<file path="config.mk">
export PLATFORM = sky130hd
export DESIGN_NAME = lpm_setup
export DESIGN_NICKNAME = d
export VERILOG_FILES = /design/src/verilog/lpm_pkg.sv /design/src/verilog/lpm_attr_decode.sv /design/src/verilog/lpm_setup.sv
export SDC_FILE = /design/constraint.sdc
export NUM_CORES = 1
export LEC_CHECK = 0
export BUFFER_PORTS_ARGS = -buffer_cell sky130_fd_sc_hd__buf_2
export CAP_MARGIN = 40
export CORE_ASPECT_RATIO = 0.7
export CORE_MARGIN = 4
export CORE_UTILIZATION = 34
export CTS_CLUSTER_DIAMETER = 120
export DETAILED_ROUTE_END_ITERATION = 12
export GPL_TIMING_DRIVEN = 1
export PLACE_DENSITY_LB_ADDON = 0.15
export SYNTH_ARGS = -nofsm -noshare
export SYNTH_HDL_FRONTEND = slang
export SYNTH_SLANG_ARGS = --single-unit
</file>
<file path="constraint.sdc">
create_clock -name clk -period 3.8 [get_ports clk]
set_input_delay 0.19 -clock clk [delete_from_list [all_inputs] [get_ports clk]]
set_output_delay 0.19 -clock clk [all_outputs]
set_load 0.01 [all_outputs]
</file>
<file path="src/verilog/lpm_pkg.sv">
// shared constants and types for the lcd pointer, area and mode setup block
// assumes one 20 mhz clock and a host that sends operands before each command
package lpm_pkg;

   // host port addresses
   localparam logic [1:0] PORT_DATA     = 2'h0;
   localparam logic [1:0] PORT_CMD      = 2'h1;
   localparam logic [1:0] PORT_MODE     = 2'h2;

   // status byte, both ready flags always set since the block never stalls
   localparam int         STAT_CMD_RDY_BIT  = 0;
   localparam int         STAT_DATA_RDY_BIT = 1;
   localparam logic [7:0] STATUS_VALUE      = 8'h03;

   // command codes
   localparam logic [7:0] CMD_CURSOR    = 8'h21;
   localparam logic [7:0] CMD_OFFSET    = 8'h22;
   localparam logic [7:0] CMD_ADDR_PTR  = 8'h24;
   localparam logic [7:0] CMD_TEXT_HOME = 8'h40;
   localparam logic [7:0] CMD_TEXT_AREA = 8'h41;
   localparam logic [7:0] CMD_GFX_HOME  = 8'h42;
   localparam logic [7:0] CMD_GFX_AREA  = 8'h43;
   localparam logic [3:0] CMD_MODE_NIB  = 4'h8;
   localparam int         MODE_CG_BIT   = 3;

   // field widths
   localparam int COL_BITS    = 7;
   localparam int ROW_BITS    = 5;
   localparam int OFFSET_BITS = 5;
   localparam int ROW_HALF_BIT = 4;

   // reset values
   localparam logic [15:0] ADDR_RESET  = 16'h0000;
   localparam logic [7:0]  WIDTH_RESET = 8'h00;

   // visible columns per column select pin pair {b, a}
   localparam logic [6:0] VIS_COLS_LL = 7'h28;
   localparam logic [6:0] VIS_COLS_LH = 7'h40;
   localparam logic [6:0] VIS_COLS_HL = 7'h50;
   localparam logic [6:0] VIS_COLS_HH = 7'h20;

   typedef enum logic [2:0] {
      COMB_OR   = 3'h0,
      COMB_EXOR = 3'h1,
      COMB_AND  = 3'h3,
      COMB_ATTR = 3'h4
   } lpm_combine_e;

   // operand count since the last command
   typedef enum logic [2:0] {
      OPC_NONE = 3'b001,
      OPC_ONE  = 3'b010,
      OPC_TWO  = 3'b100
   } lpm_opc_e;

   typedef struct packed {
      logic         ext_cg;
      lpm_combine_e combine;
   } lpm_mode_s;

   typedef struct packed {
      logic [7:0] d1;
      logic [7:0] d2;
   } lpm_operands_s;

   typedef struct packed {
      logic known;
      logic blink;
      logic reverse;
      logic inhibit;
   } lpm_attr_s;

   localparam lpm_mode_s MODE_RESET = '{ext_cg: 1'b0, combine: COMB_OR};

   // low byte first, high byte second
   function automatic logic [15:0] lpm_word(input lpm_operands_s ops);
      return {ops.d2, ops.d1};
   endfunction : lpm_word

endpackage : lpm_pkg

</file>
<file path="src/verilog/lpm_attr_decode.sv">
// registered decoder for one text attribute byte
// assumes the byte comes from logic on the same clock
`timescale 1ns/10ps
module lpm_attr_decode
   import lpm_pkg::*;
(
   input  wire logic       clk,
   input  wire logic       rst,
   input  wire logic [7:0] attr_byte,
   output lpm_attr_s       attr
);

   lpm_attr_s attr_reg;
   lpm_attr_s attr_next;

   always_comb begin
      // upper nibble is ignored, d3 is blink
      attr_next.blink   = attr_byte[3];
      attr_next.known   = 1'b1;
      attr_next.reverse = 1'b0;
      attr_next.inhibit = 1'b0;
      case (attr_byte[2:0])
         3'h0: begin
         end
         3'h5: begin
            attr_next.reverse = 1'b1;
         end
         3'h3: begin
            attr_next.inhibit = 1'b1;
         end
         default: begin
            attr_next.known = 1'b0;
            attr_next.blink = 1'b0;
         end
      endcase
   end

   always_ff @(posedge clk) begin
      if (rst) begin
         attr_reg <= '0;
      end else begin
         attr_reg <= attr_next;
      end
   end

   assign attr = attr_reg;

endmodule : lpm_attr_decode

</file>
<file path="src/verilog/lpm_setup.sv">
// command loaded pointer, area and mode setup of a text/graphic lcd controller
// assumes a host that writes operands to the data port, then a command code
// Summary of operation
// host sends operands first; last two kept
// host checks both ready flags before commands
// only cursor command moves the cursor
// cursor column seven bits, row five bits
// dual scan splits rows into screen halves
// offset command loads five bit pattern offset
// pattern address is offset, code, dot row
// internal mode upper codes use external ram
// address pointer command loads low then high
// text home command loads base address
// text area command loads text line width
// graphic home command loads base address
// graphic area command loads graphic width
// both column selects high shows 32 columns
// matching width gives contiguous line addresses
// mode set picks combination and generator
// mode holds until next mode set
// attribute mode reads graphic area, hides graphics
// host enables text and graphics for attributes
// attribute low nibble decodes display effect
// each register changes only by its command
//
// The register addresses and strobed register access were left to the implementer.
`timescale 1ns/10ps
module lpm_setup
   import lpm_pkg::*;
(
   input  wire logic        clk,
   input  wire logic        rst,
   input  wire logic [1:0]  bus_addr,
   input  wire logic [7:0]  bus_wdata,
   input  wire logic        bus_wr,
   input  wire logic        bus_rd,
   output logic [7:0]       bus_rdata,
   input  wire logic        column_sel_a,
   input  wire logic        column_sel_b,
   input  wire logic        dual_scan,
   input  wire logic [4:0]  line_index,
   input  wire logic [7:0]  char_code,
   input  wire logic [2:0]  dot_row,
   input  wire logic [7:0]  attr_byte,
   input  wire logic [15:0] text_char_addr,
   output logic [6:0]       cursor_col,
   output logic [4:0]       cursor_row,
   output logic [3:0]       cursor_row_scan,
   output logic             cursor_lower_half,
   output logic [4:0]       pattern_offset,
   output logic [15:0]      ram_addr_pointer,
   output logic [15:0]      text_base_addr,
   output logic [7:0]       text_line_width,
   output logic [15:0]      graphic_base_addr,
   output logic [7:0]       graphic_line_width,
   output lpm_mode_s        mode,
   output logic             graphic_shown,
   output logic [6:0]       hw_visible_columns,
   output logic             text_contiguous,
   output logic             graphic_contiguous,
   output logic [15:0]      text_line_start,
   output logic [15:0]      graphic_line_start,
   output logic [15:0]      pattern_addr,
   output logic             use_builtin_rom,
   output logic [15:0]      attr_addr,
   output lpm_attr_s        attr
);

   // pin synchronisers {dual, b, a}
   logic [2:0]    pin_meta_reg;
   logic [2:0]    pin_sync_reg;

   // operand capture
   logic [7:0]    older_reg, older_next;
   logic [7:0]    newer_reg, newer_next;
   lpm_opc_e      opc_reg, opc_next;
   lpm_operands_s ops;

   // setup registers
   logic [6:0]    col_reg, col_next;
   logic [4:0]    row_reg, row_next;
   logic [4:0]    offset_reg, offset_next;
   logic [15:0]   ptr_reg, ptr_next;
   logic [15:0]   tbase_reg, tbase_next;
   logic [7:0]    tw_reg, tw_next;
   logic [15:0]   gbase_reg, gbase_next;
   logic [7:0]    gw_reg, gw_next;
   lpm_mode_s     mode_reg, mode_next;
   logic [7:0]    rdata_reg, rdata_next;

   // derived display values
   logic [3:0]    row_scan_reg, row_scan_next;
   logic          lower_half_reg, lower_half_next;
   logic          gshown_reg, gshown_next;
   logic [6:0]    vis_reg, vis_next;
   logic          tcont_reg, tcont_next;
   logic          gcont_reg, gcont_next;
   logic [15:0]   tstart_reg, tstart_next;
   logic [15:0]   gstart_reg, gstart_next;
   logic [15:0]   paddr_reg, paddr_next;
   logic          rom_reg, rom_next;
   logic [15:0]   aaddr_reg, aaddr_next;

   logic          cmd_wr, data_wr;

   assign cmd_wr  = bus_wr && (bus_addr == PORT_CMD);
   assign data_wr = bus_wr && (bus_addr == PORT_DATA);

   function automatic logic [6:0] vis_cols(input logic [1:0] sel);
      case (sel)
         2'b00:   return VIS_COLS_LL;
         2'b01:   return VIS_COLS_LH;
         2'b10:   return VIS_COLS_HL;
         default: return VIS_COLS_HH;
      endcase
   endfunction : vis_cols

   // operands as seen by a command: last one or last two bytes
   always_comb begin
      ops = '0;
      case (opc_reg)
         OPC_TWO: ops = '{d1: older_reg, d2: newer_reg};
         OPC_ONE: ops.d1 = newer_reg;
         default: ops = '0;
      endcase
   end

   // command interpreter
   always_comb begin
      older_next = older_reg;
      newer_next = newer_reg;
      opc_next   = opc_reg;
      col_next   = col_reg;
      row_next   = row_reg;
      offset_next = offset_reg;
      ptr_next   = ptr_reg;
      tbase_next = tbase_reg;
      tw_next    = tw_reg;
      gbase_next = gbase_reg;
      gw_next    = gw_reg;
      mode_next  = mode_reg;
      if (data_wr) begin
         older_next = newer_reg;
         newer_next = bus_wdata;
         case (opc_reg)
            OPC_NONE: opc_next = OPC_ONE;
            default:  opc_next = OPC_TWO;
         endcase
      end
      if (cmd_wr) begin
         opc_next = OPC_NONE;
         case (bus_wdata)
            CMD_CURSOR: begin
               col_next = ops.d1[COL_BITS-1:0];
               row_next = ops.d2[ROW_BITS-1:0];
            end
            CMD_OFFSET: begin
               offset_next = ops.d1[OFFSET_BITS-1:0];
            end
            CMD_ADDR_PTR: begin
               ptr_next = lpm_word(ops);
            end
            CMD_TEXT_HOME: begin
               tbase_next = lpm_word(ops);
            end
            CMD_TEXT_AREA: begin
               tw_next = ops.d1;
            end
            CMD_GFX_HOME: begin
               gbase_next = lpm_word(ops);
            end
            CMD_GFX_AREA: begin
               gw_next = ops.d1;
            end
            default: begin
               if (bus_wdata[7:4] == CMD_MODE_NIB) begin
                  mode_next.ext_cg = bus_wdata[MODE_CG_BIT];
                  case (bus_wdata[2:0])
                     COMB_OR, COMB_EXOR, COMB_AND, COMB_ATTR: begin
                        mode_next.combine = lpm_combine_e'(bus_wdata[2:0]);
                     end
                     default: begin
                     end
                  endcase
               end
            end
         endcase
      end
   end

   // read port: data stands only in the cycle after the strobe
   always_comb begin
      rdata_next = 8'h00;
      if (bus_rd) begin
         case (bus_addr)
            PORT_CMD:  rdata_next = STATUS_VALUE;
            PORT_MODE: rdata_next = {4'h0, mode_reg};
            default:   rdata_next = 8'h00;
         endcase
      end
   end

   // display address and mode derivation
   always_comb begin
      row_scan_next   = row_reg[3:0];
      lower_half_next = pin_sync_reg[2] && row_reg[ROW_HALF_BIT];
      gshown_next     = (mode_reg.combine != COMB_ATTR);
      vis_next        = vis_cols(pin_sync_reg[1:0]);
      tcont_next      = (tw_reg == {1'b0, vis_reg});
      gcont_next      = (gw_reg == {1'b0, vis_reg});
      tstart_next     = tbase_reg + ({8'h00, tw_reg} * {11'h000, line_index});
      gstart_next     = gbase_reg + ({8'h00, gw_reg} * {11'h000, line_index});
      paddr_next      = {offset_reg, char_code, dot_row};
      rom_next        = !mode_reg.ext_cg && !char_code[7];
      aaddr_next      = gbase_reg + (text_char_addr - tbase_reg);
   end

   always_ff @(posedge clk) begin
      if (rst) begin
         pin_meta_reg   <= 3'h0;
         pin_sync_reg   <= 3'h0;
         older_reg      <= 8'h00;
         newer_reg      <= 8'h00;
         opc_reg        <= OPC_NONE;
         col_reg        <= 7'h00;
         row_reg        <= 5'h00;
         offset_reg     <= 5'h00;
         ptr_reg        <= ADDR_RESET;
         tbase_reg      <= ADDR_RESET;
         tw_reg         <= WIDTH_RESET;
         gbase_reg      <= ADDR_RESET;
         gw_reg         <= WIDTH_RESET;
         mode_reg       <= MODE_RESET;
         rdata_reg      <= 8'h00;
         row_scan_reg   <= 4'h0;
         lower_half_reg <= 1'b0;
         gshown_reg     <= 1'b1;
         vis_reg        <= VIS_COLS_LL;
         tcont_reg      <= 1'b0;
         gcont_reg      <= 1'b0;
         tstart_reg     <= ADDR_RESET;
         gstart_reg     <= ADDR_RESET;
         paddr_reg      <= ADDR_RESET;
         rom_reg        <= 1'b0;
         aaddr_reg      <= ADDR_RESET;
      end else begin
         pin_meta_reg   <= {dual_scan, column_sel_b, column_sel_a};
         pin_sync_reg   <= pin_meta_reg;
         older_reg      <= older_next;
         newer_reg      <= newer_next;
         opc_reg        <= opc_next;
         col_reg        <= col_next;
         row_reg        <= row_next;
         offset_reg     <= offset_next;
         ptr_reg        <= ptr_next;
         tbase_reg      <= tbase_next;
         tw_reg         <= tw_next;
         gbase_reg      <= gbase_next;
         gw_reg         <= gw_next;
         mode_reg       <= mode_next;
         rdata_reg      <= rdata_next;
         row_scan_reg   <= row_scan_next;
         lower_half_reg <= lower_half_next;
         gshown_reg     <= gshown_next;
         vis_reg        <= vis_next;
         tcont_reg      <= tcont_next;
         gcont_reg      <= gcont_next;
         tstart_reg     <= tstart_next;
         gstart_reg     <= gstart_next;
         paddr_reg      <= paddr_next;
         rom_reg        <= rom_next;
         aaddr_reg      <= aaddr_next;
      end
   end

   lpm_attr_decode u_attr (
      .clk       (clk),
      .rst       (rst),
      .attr_byte (attr_byte),
      .attr      (attr)
   );

   assign bus_rdata          = rdata_reg;
   assign cursor_col         = col_reg;
   assign cursor_row         = row_reg;
   assign cursor_row_scan    = row_scan_reg;
   assign cursor_lower_half  = lower_half_reg;
   assign pattern_offset     = offset_reg;
   assign ram_addr_pointer   = ptr_reg;
   assign text_base_addr     = tbase_reg;
   assign text_line_width    = tw_reg;
   assign graphic_base_addr  = gbase_reg;
   assign graphic_line_width = gw_reg;
   assign mode               = mode_reg;
   assign graphic_shown      = gshown_reg;
   assign hw_visible_columns = vis_reg;
   assign text_contiguous    = tcont_reg;
   assign graphic_contiguous = gcont_reg;
   assign text_line_start    = tstart_reg;
   assign graphic_line_start = gstart_reg;
   assign pattern_addr       = paddr_reg;
   assign use_builtin_rom    = rom_reg;
   assign attr_addr          = aaddr_reg;
endmodule : lpm_setup

</file>
==> results of run 1 <==
how the worst min path moves through the flow:
stage	startpoint	to	cells after the start
final	bus_wdata[3]	newer_reg[3]	3
after global routing	bus_wdata[3]	newer_reg[3]	3
after CTS	bus_wdata[3]	newer_reg[3]	3
after detailed placement	char_code[7]	use_builtin_rom	2
after global placement	char_code[7]	use_builtin_rom	2
after floorplan	attr_byte[2]	u_attr.attr[0]	1
metrics by stage:
step / TNS (ns) / instance area [sq um]
2_1_floorplan: 0 / 11100
3_3_place_gp: -0.167 / 13200
3_5_place_dp: -0.318 / 13200
4_1_cts: 0 / 14100
5_1_grt: -0.0615 / 14200
6_report: 0 / 14200
worst max-delay path, cell delays in order, from the launching register on:
cell and delay [ns]:
dfxtp_4 0.36, and2_4 0.14, fa_1 0.52, fa_1 0.57, inv_2 0.04, fa_1 0.54, inv_2 0.04, ha_4 0.26
o21ai_2 0.06, o211ai_1 0.27, a311oi_2 0.15, o31ai_1 0.27, buf_4 0.16, xor2_1 0.14, and2_1 0.13
cell usage after synthesis (all sizes together), types with 2 or more instances:
cell type,number
a21oi,81
o31ai,2
or2,2
o21ai,24
buf,25
nor2,132
o21bai,5
nor3,22
dfxtp,195
a31oi,5
and3,7
ha,67
mux2,5
o211ai,4
nand3,27
mux2i,50
xnor2,24
a211oi,9
a21o,17
clkbuf,28
o21a,7
fa,73
a22oi,8
nor2b,54
inv,149
nand2b,4
nand2,110
a211o,2
xor2,13
or4,3
nor4bb,3
nand4,7
and2,63
per-layer routing:
layer / GRT usage, % / share of wire, % / vias up
met5: 0 / 0.037 / -
met4: 3.48 / 0.71 / 2
met3: 4.92 / 5.3 / 20
met2: 28.0 / 41 / 200
met1: 30.4 / 52 / 4424
li1: - / - / 4599
what timing repair did:
action / 4_1_cts / 5_1_grt
resized for setup: 7 / 43
endpoints found under the hold margin: 22 / 0
setup endpoints to repair: 4 / 13
buffers inserted: 0 / 4
hold buffers: 23 / 0
pin swaps: 1 / 17
cells in the final DEF (no fill, tap or decap), types with 5 or more instances in the layout:
master and count:
a21o_1 16, inv_2 6, nor2b_1 53, buf_4 84, dlygate4sd3_1 23, xor2_1 13, dfxtp_1 182, clkbuf_16 17
a22oi_1 8, and2_1 62, nand3_1 27, a211oi_2 5, a21oi_1 78, nand4_1 7, o21a_1 6, buf_2 221
dfxtp_4 5, conb_1 7, and3_1 6, nand2_1 106, fa_1 71, nor3_1 21, inv_1 143, a31oi_1 5
o21ai_0 19, dfxtp_2 8, mux2i_1 50, xnor2_1 24, nor2_1 131, ha_1 63
layout make-up:
| type | instances | area (sq um) | area share (%) |
|---|---|---|---|
| inverter | 149 | 559 | 3.93 |
| clock buffer | 17 | 425 | 2.99 |
| timing repair buffer | 331 | 2020 | 14.2 |
| multi-input combinational | 851 | 6540 | 46.0 |
| clock inverter | 15 | 206 | 1.45 |
| tap | 427 | 534 | 3.76 |
| sequential | 195 | 3930 | 27.7 |
where the power goes:
part | total, W | switching (W) | internal, W | leakage [nW]
combinational | 0.000380 | 0.000221 | 0.000158 | 5.26
clock | 0.00195 | 0.000936 | 0.00102 | 0.309
sequential | 0.00210 | 0.0000185 | 0.00208 | 1.59
total | 0.00443 | 0.00118 | 0.00325 | 7.16
logic make-up after synthesis:
group	synth area share [%]
adders and majority gates	20.7
AOI/OAI and AO/OA	9.40
other	0.0337
muxes	5.01
DFF	35.1
and+or+nand+nor	19.5
buffers and inverters	7.41
xor gates and xnor gates	2.91
==> flow_summary.yaml, run 1 <==
worst_setup_path:
  reg2reg_from: "graphic_line_width[1]"
  arrival_ns: 4.10
  cp-end-kind: "register"
  start_kind: "register"
  worstSetupPathType: "register to register"
  crit_end: "graphic_line_start[15]"
  crit_path_start: "graphic_line_width[1]"
  regToRegSetupSlack_ns: 0.09
  cp_max_fo: 5
  r2r_end: "graphic_line_start[15]"
  cp.required_ns: 4.19
  r2r_cells: 14
synth:
  synth_top_cell_area_share_pct: 35.1
  yosys.area.top_type: "dfxtp_1"
  synth-seq-area-share_pct: 35.1
  synth_area_sq_um: 11100
  synth_edf_count: 0
  syn_inst: 1242
  yosysWarnings: 0
  yosysUniqueCellTypes: 64
  synth.area.top_cells: "dfxtp_1, fa_1, ha_1"
  synth_ff_type: "dfxtp_1"
  synth_seq_cells: 195
  syn_area_per_cell_sq_um: 8.96
  synthArstFlopShare_pct: 0
power_and_ir_drop:
  p_total_w: 0.00443
  ir_drop_uv: 224
  p_per_area_nw_per_um2: 311
  leakage_nw: 7.16
cells_and_area:
  nets: 1742
  diodes: 0
  area_growth_pct: 27.8
  drive_above_1_share_pct: 25.5
  fillerInstances: 3215
  final_util_pct: 44.1
  fin_cells: 1985
global_routing:
  antenna_found_initial: 1
  grt_max_degree: 70
  grt_pass1_vias: 9259
  grt-ovfl-total: 0
  gr-usage-all-layers_pct: 19.7
  grt_pass1_wl_mm: 54.6
clocking:
  path_clk_slew_ns: 0.08
  cts_buffers: 17
  clkLatencyLatePin_ns: 0.45
  clock_path_buffers: 2
  cts_tree: "built"
  clock-sinks: 195
  htreeDepth: 4
  root_buffer: "clkbuf_16"
timing:
  period_minus_slack_ns: 3.71
  period_share_pct: 97.7
  setup_viol: 0
  report.final.slew_viol_count: 0
  skew_ns: 0.0139
  setup_ws_ns: 0.0886
  worstMarginPinSlew_ns: 0.801
  rsz0062_at_grt: "true"
  hold_viol: 0
  hold_slack_ns: 0.0454
  fmax_mhz: 269
  relSlewSlack_pct: 46.4
detailed_routing:
  first_iter_violations: 545
  drc: 0
  drt-total-wl_mm: 34.8
  vias_per_cell: 4.66
  vias: 9245
  ant_nets: 0
  detail_route.wl_per_cell_um: 17.5
  firstDrtPassIters: 5
status:
  status: "complete, no violations"
floorplanning:
  core-area_sq_um: 32300
  dieArea_sq_um: 35700
  num_io_pins: 234
  row_count: 55
  die_h_um: 159
  initial_core_util_pct: 34.5
  die_w_um: 224
run:
  drv_cap: 0
hold_path:
  hp-class: "input port to register"
place:
  dp.cells: 1927
  port_buffers: 222
  dp_slack_ns: -0.0848
  gp_congestion: 0.865
  place.detailed.hpwl_mm: 27.2
Power figures use the tool's default switching activity.
==> inputs of run 2 (changes only) <==
--- a/config.mk
+++ b/config.mk
@@ -8,7 +8,7 @@
 export BUFFER_PORTS_ARGS = -buffer_cell sky130_fd_sc_hd__buf_2
 export CAP_MARGIN = 40
 export CORE_ASPECT_RATIO = 0.7
-export CORE_MARGIN = 4
+export CORE_MARGIN = 2
 export CORE_UTILIZATION = 34
 export CTS_CLUSTER_DIAMETER = 120
 export DETAILED_ROUTE_END_ITERATION = 12
==> run 2 against run 1 <==
Effect of this change: sequential share of layout area fell by 0.14 points; count of clock-buffer cells in the layout did not move; non-clock buffer count rose by 2; die area fell by 4.2%; global-route usage rose by 0.73 points; final cell count barely moved; routed wire length fell by 1.1%; largest cell class unchanged.
==> flow_summary.yaml, run 2 (synthesis gave the netlist of run 1 again) <==
timing:
  relSlewSlack_pct: 41.7
  period_minus_slack_ns: 3.71
  skew_ns: 0.0101
  worstMarginPinSlew_ns: 0.871
  period_share_pct: 97.7
  hold_viol: 0
  fin_setup_tns_ns: 0
  fmax_mhz: 269
  rsz0062_at_grt: "true"
  setup_viol: 0
  report.final.slew_viol_count: 0
hold_path:
  worstHoldEndpoint: "newer_reg[3]"
  min_from: "bus_wdata[3]"
  hp-class: "input port to register"
  hold_depth: 3
power_and_ir_drop:
  power_frac_seq_pct: 48.2
  p_int_w: 0.00318
  power_frac_comb_pct: 8.8
  ir_drop_uv: 235
  p_per_area_nw_per_um2: 305
  leakage_nw: 7.15
  p_switching_w: 0.00117
  p_sw_share_pct: 27.0
  p_clk_share_pct: 43.1
worst_setup_path:
  reg2reg_from: "graphic_line_width[3]"
  cp_cell_sequence: "buf_4 -> and2_1 -> fa_1 -> fa_1 -> inv_1 -> fa_1 -> inv_1 -> ha_2 -> a21oi_2 -> o211ai_1 -> a311oi_1 -> o31ai_2 -> xor2_1 -> and2_1"
  crit_path_start: "graphic_line_width[3]"
  worstSetupPathType: "register to register"
  cp.required_ns: 4.15
  r2r_cells: 14
  crit_slowest_cell: "fa_1"
  cpMostUsedCell: "fa_1"
  cp_max_fo: 6
  slowest_delay_ns: 0.54
  arrival_ns: 4.06
  regToRegSetupSlack_ns: 0.09
  cp-end-kind: "register"
  start_kind: "register"
  critPathBufInv: 3
  cp_top_family: "adder cells"
  r2r_end: "graphic_line_start[15]"
clocking:
  root_buffer: "clkbuf_16"
  clock-sinks: 195
  cts_tree: "built"
  htreeDepth: 4
  clock_path_buffers: 2
  cts_buffers: 17
  clkLatencyLatePin_ns: 0.45
  path_clk_slew_ns: 0.08
cells_and_area:
  final_cell_mix: "buf_2, dfxtp_1, inv_1, nor2_1, nand2_1"
  fin_cells: 1986
  area_growth_pct: 28.2
  fillerInstances: 3228
  seq_area_sq_um: 3930
  nets: 1744
  drive_above_1_share_pct: 26.0
  diodes: 0
  mostFrequentLayoutCell: "buf_2"
  multi_input_area_sq_um: 6590
place:
  port_buffers: 222
  dp.cells: 1928
  gp_congestion: 0.858
  place.detailed.hpwl_mm: 26.6
detailed_routing:
  drc: 0
  m1WireLength_mm: 18.2
  drt-total-wl_mm: 34.4
  wl_met3_mm: 1.99
  top_layer_used: "met5"
  wl_met2_mm: 13.8
  ant_nets: 0
  vias_per_cell: 4.71
  first_iter_violations: 521
  vias: 9350
  firstDrtPassIters: 5
  detail_route.wl_per_cell_um: 17.3
global_routing:
  gr-usage-all-layers_pct: 20.4
  grt_max_degree: 72
  antenna_found_initial: 1
  grt_pass1_wl_mm: 52.5
  grt_pass1_vias: 8888
  grt-ovfl-total: 0
floorplanning:
  die_h_um: 155
  core-area_sq_um: 32300
  die_w_um: 220
  row_count: 55
  num_io_pins: 234
  dieArea_sq_um: 34200
  initial_core_util_pct: 34.5
run:
  drv_cap: 0
status:
  status: "complete, no violations"
==> run 2: what timing repair did <==
item                                   CTS  global route
hold buffers                            23             0
endpoints found under the hold margin   22             0
gates resized for setup                  3            50
setup buffers                            0             6
pin swaps                                0            19
setup endpoints to repair                4            12
==> run 2: power by group through the flow <==
stage               logic, W  clock network (W)  registers (W)
finish              0.000382            0.00188        0.00210
CTS                 0.000383            0.00192        0.00210
detailed placement  0.000364                  0        0.00215
global placement    0.000363                  0        0.00215
floorplan           0.000213                  0        0.00216
global route        0.000425            0.00202        0.00210
==> run 2: final cells by class <==
class | count | area share (%)
multi-input cells | 851 | 46.2
flip-flops and latches | 195 | 27.5
repair buffers | 333 | 14.5
inverters | 149 | 3.92
well taps | 427 | 3.74
clock buffers | 17 | 2.98
clock inverters | 14 | 1.16
==> run 2: per-layer routing <==
| metal | global-route usage [%] | vias to the layer above |
|---|---|---|
| li1 | - | 4600 |
| met1 | 32.2 | 4499 |
| met2 | 27.6 | 222 |
| met3 | 5.04 | 27 |
| met4 | 3.93 | 2 |
| met5 | 0 | - |
==> run 2: how the worst max path moves through the flow <==
stage / end / cells after the start
3_3_place_gp: graphic_line_start[15] / 16
6_report: graphic_line_start[15] / 14
4_1_cts: graphic_line_start[15] / 14
3_5_place_dp: graphic_line_start[12] / 15
5_1_grt: graphic_line_start[13] / 15
2_1_floorplan: text_line_start[13] / 14
==> run 2: worst min-delay path, cell delays in order <==
cell and delay (ns):
buf_2 0.14, nand2_1 0.07, a21oi_1 0.05
==> run 2: stage by stage <==
| step | power [W] | setup slack (ns) | utilization [%] | area [sq um] | hold WS [ns] |
|---|---|---|---|---|---|
| final | 0.00436 | 0.0869 | 44.2 | 14300 | 0.0399 |
| after global routing | 0.00455 | -0.0319 | 44.2 | 14300 | 0.0321 |
| after CTS | 0.00440 | 0.00245 | 43.6 | 14100 | 0.0156 |
| after detailed placement | 0.00251 | -0.101 | 41.0 | 13200 | 0.380 |
| after global placement | 0.00251 | -0.0812 | 41.0 | 13200 | 0.375 |
| after floorplan | 0.00237 | 0.239 | - | 11100 | 0.266 |
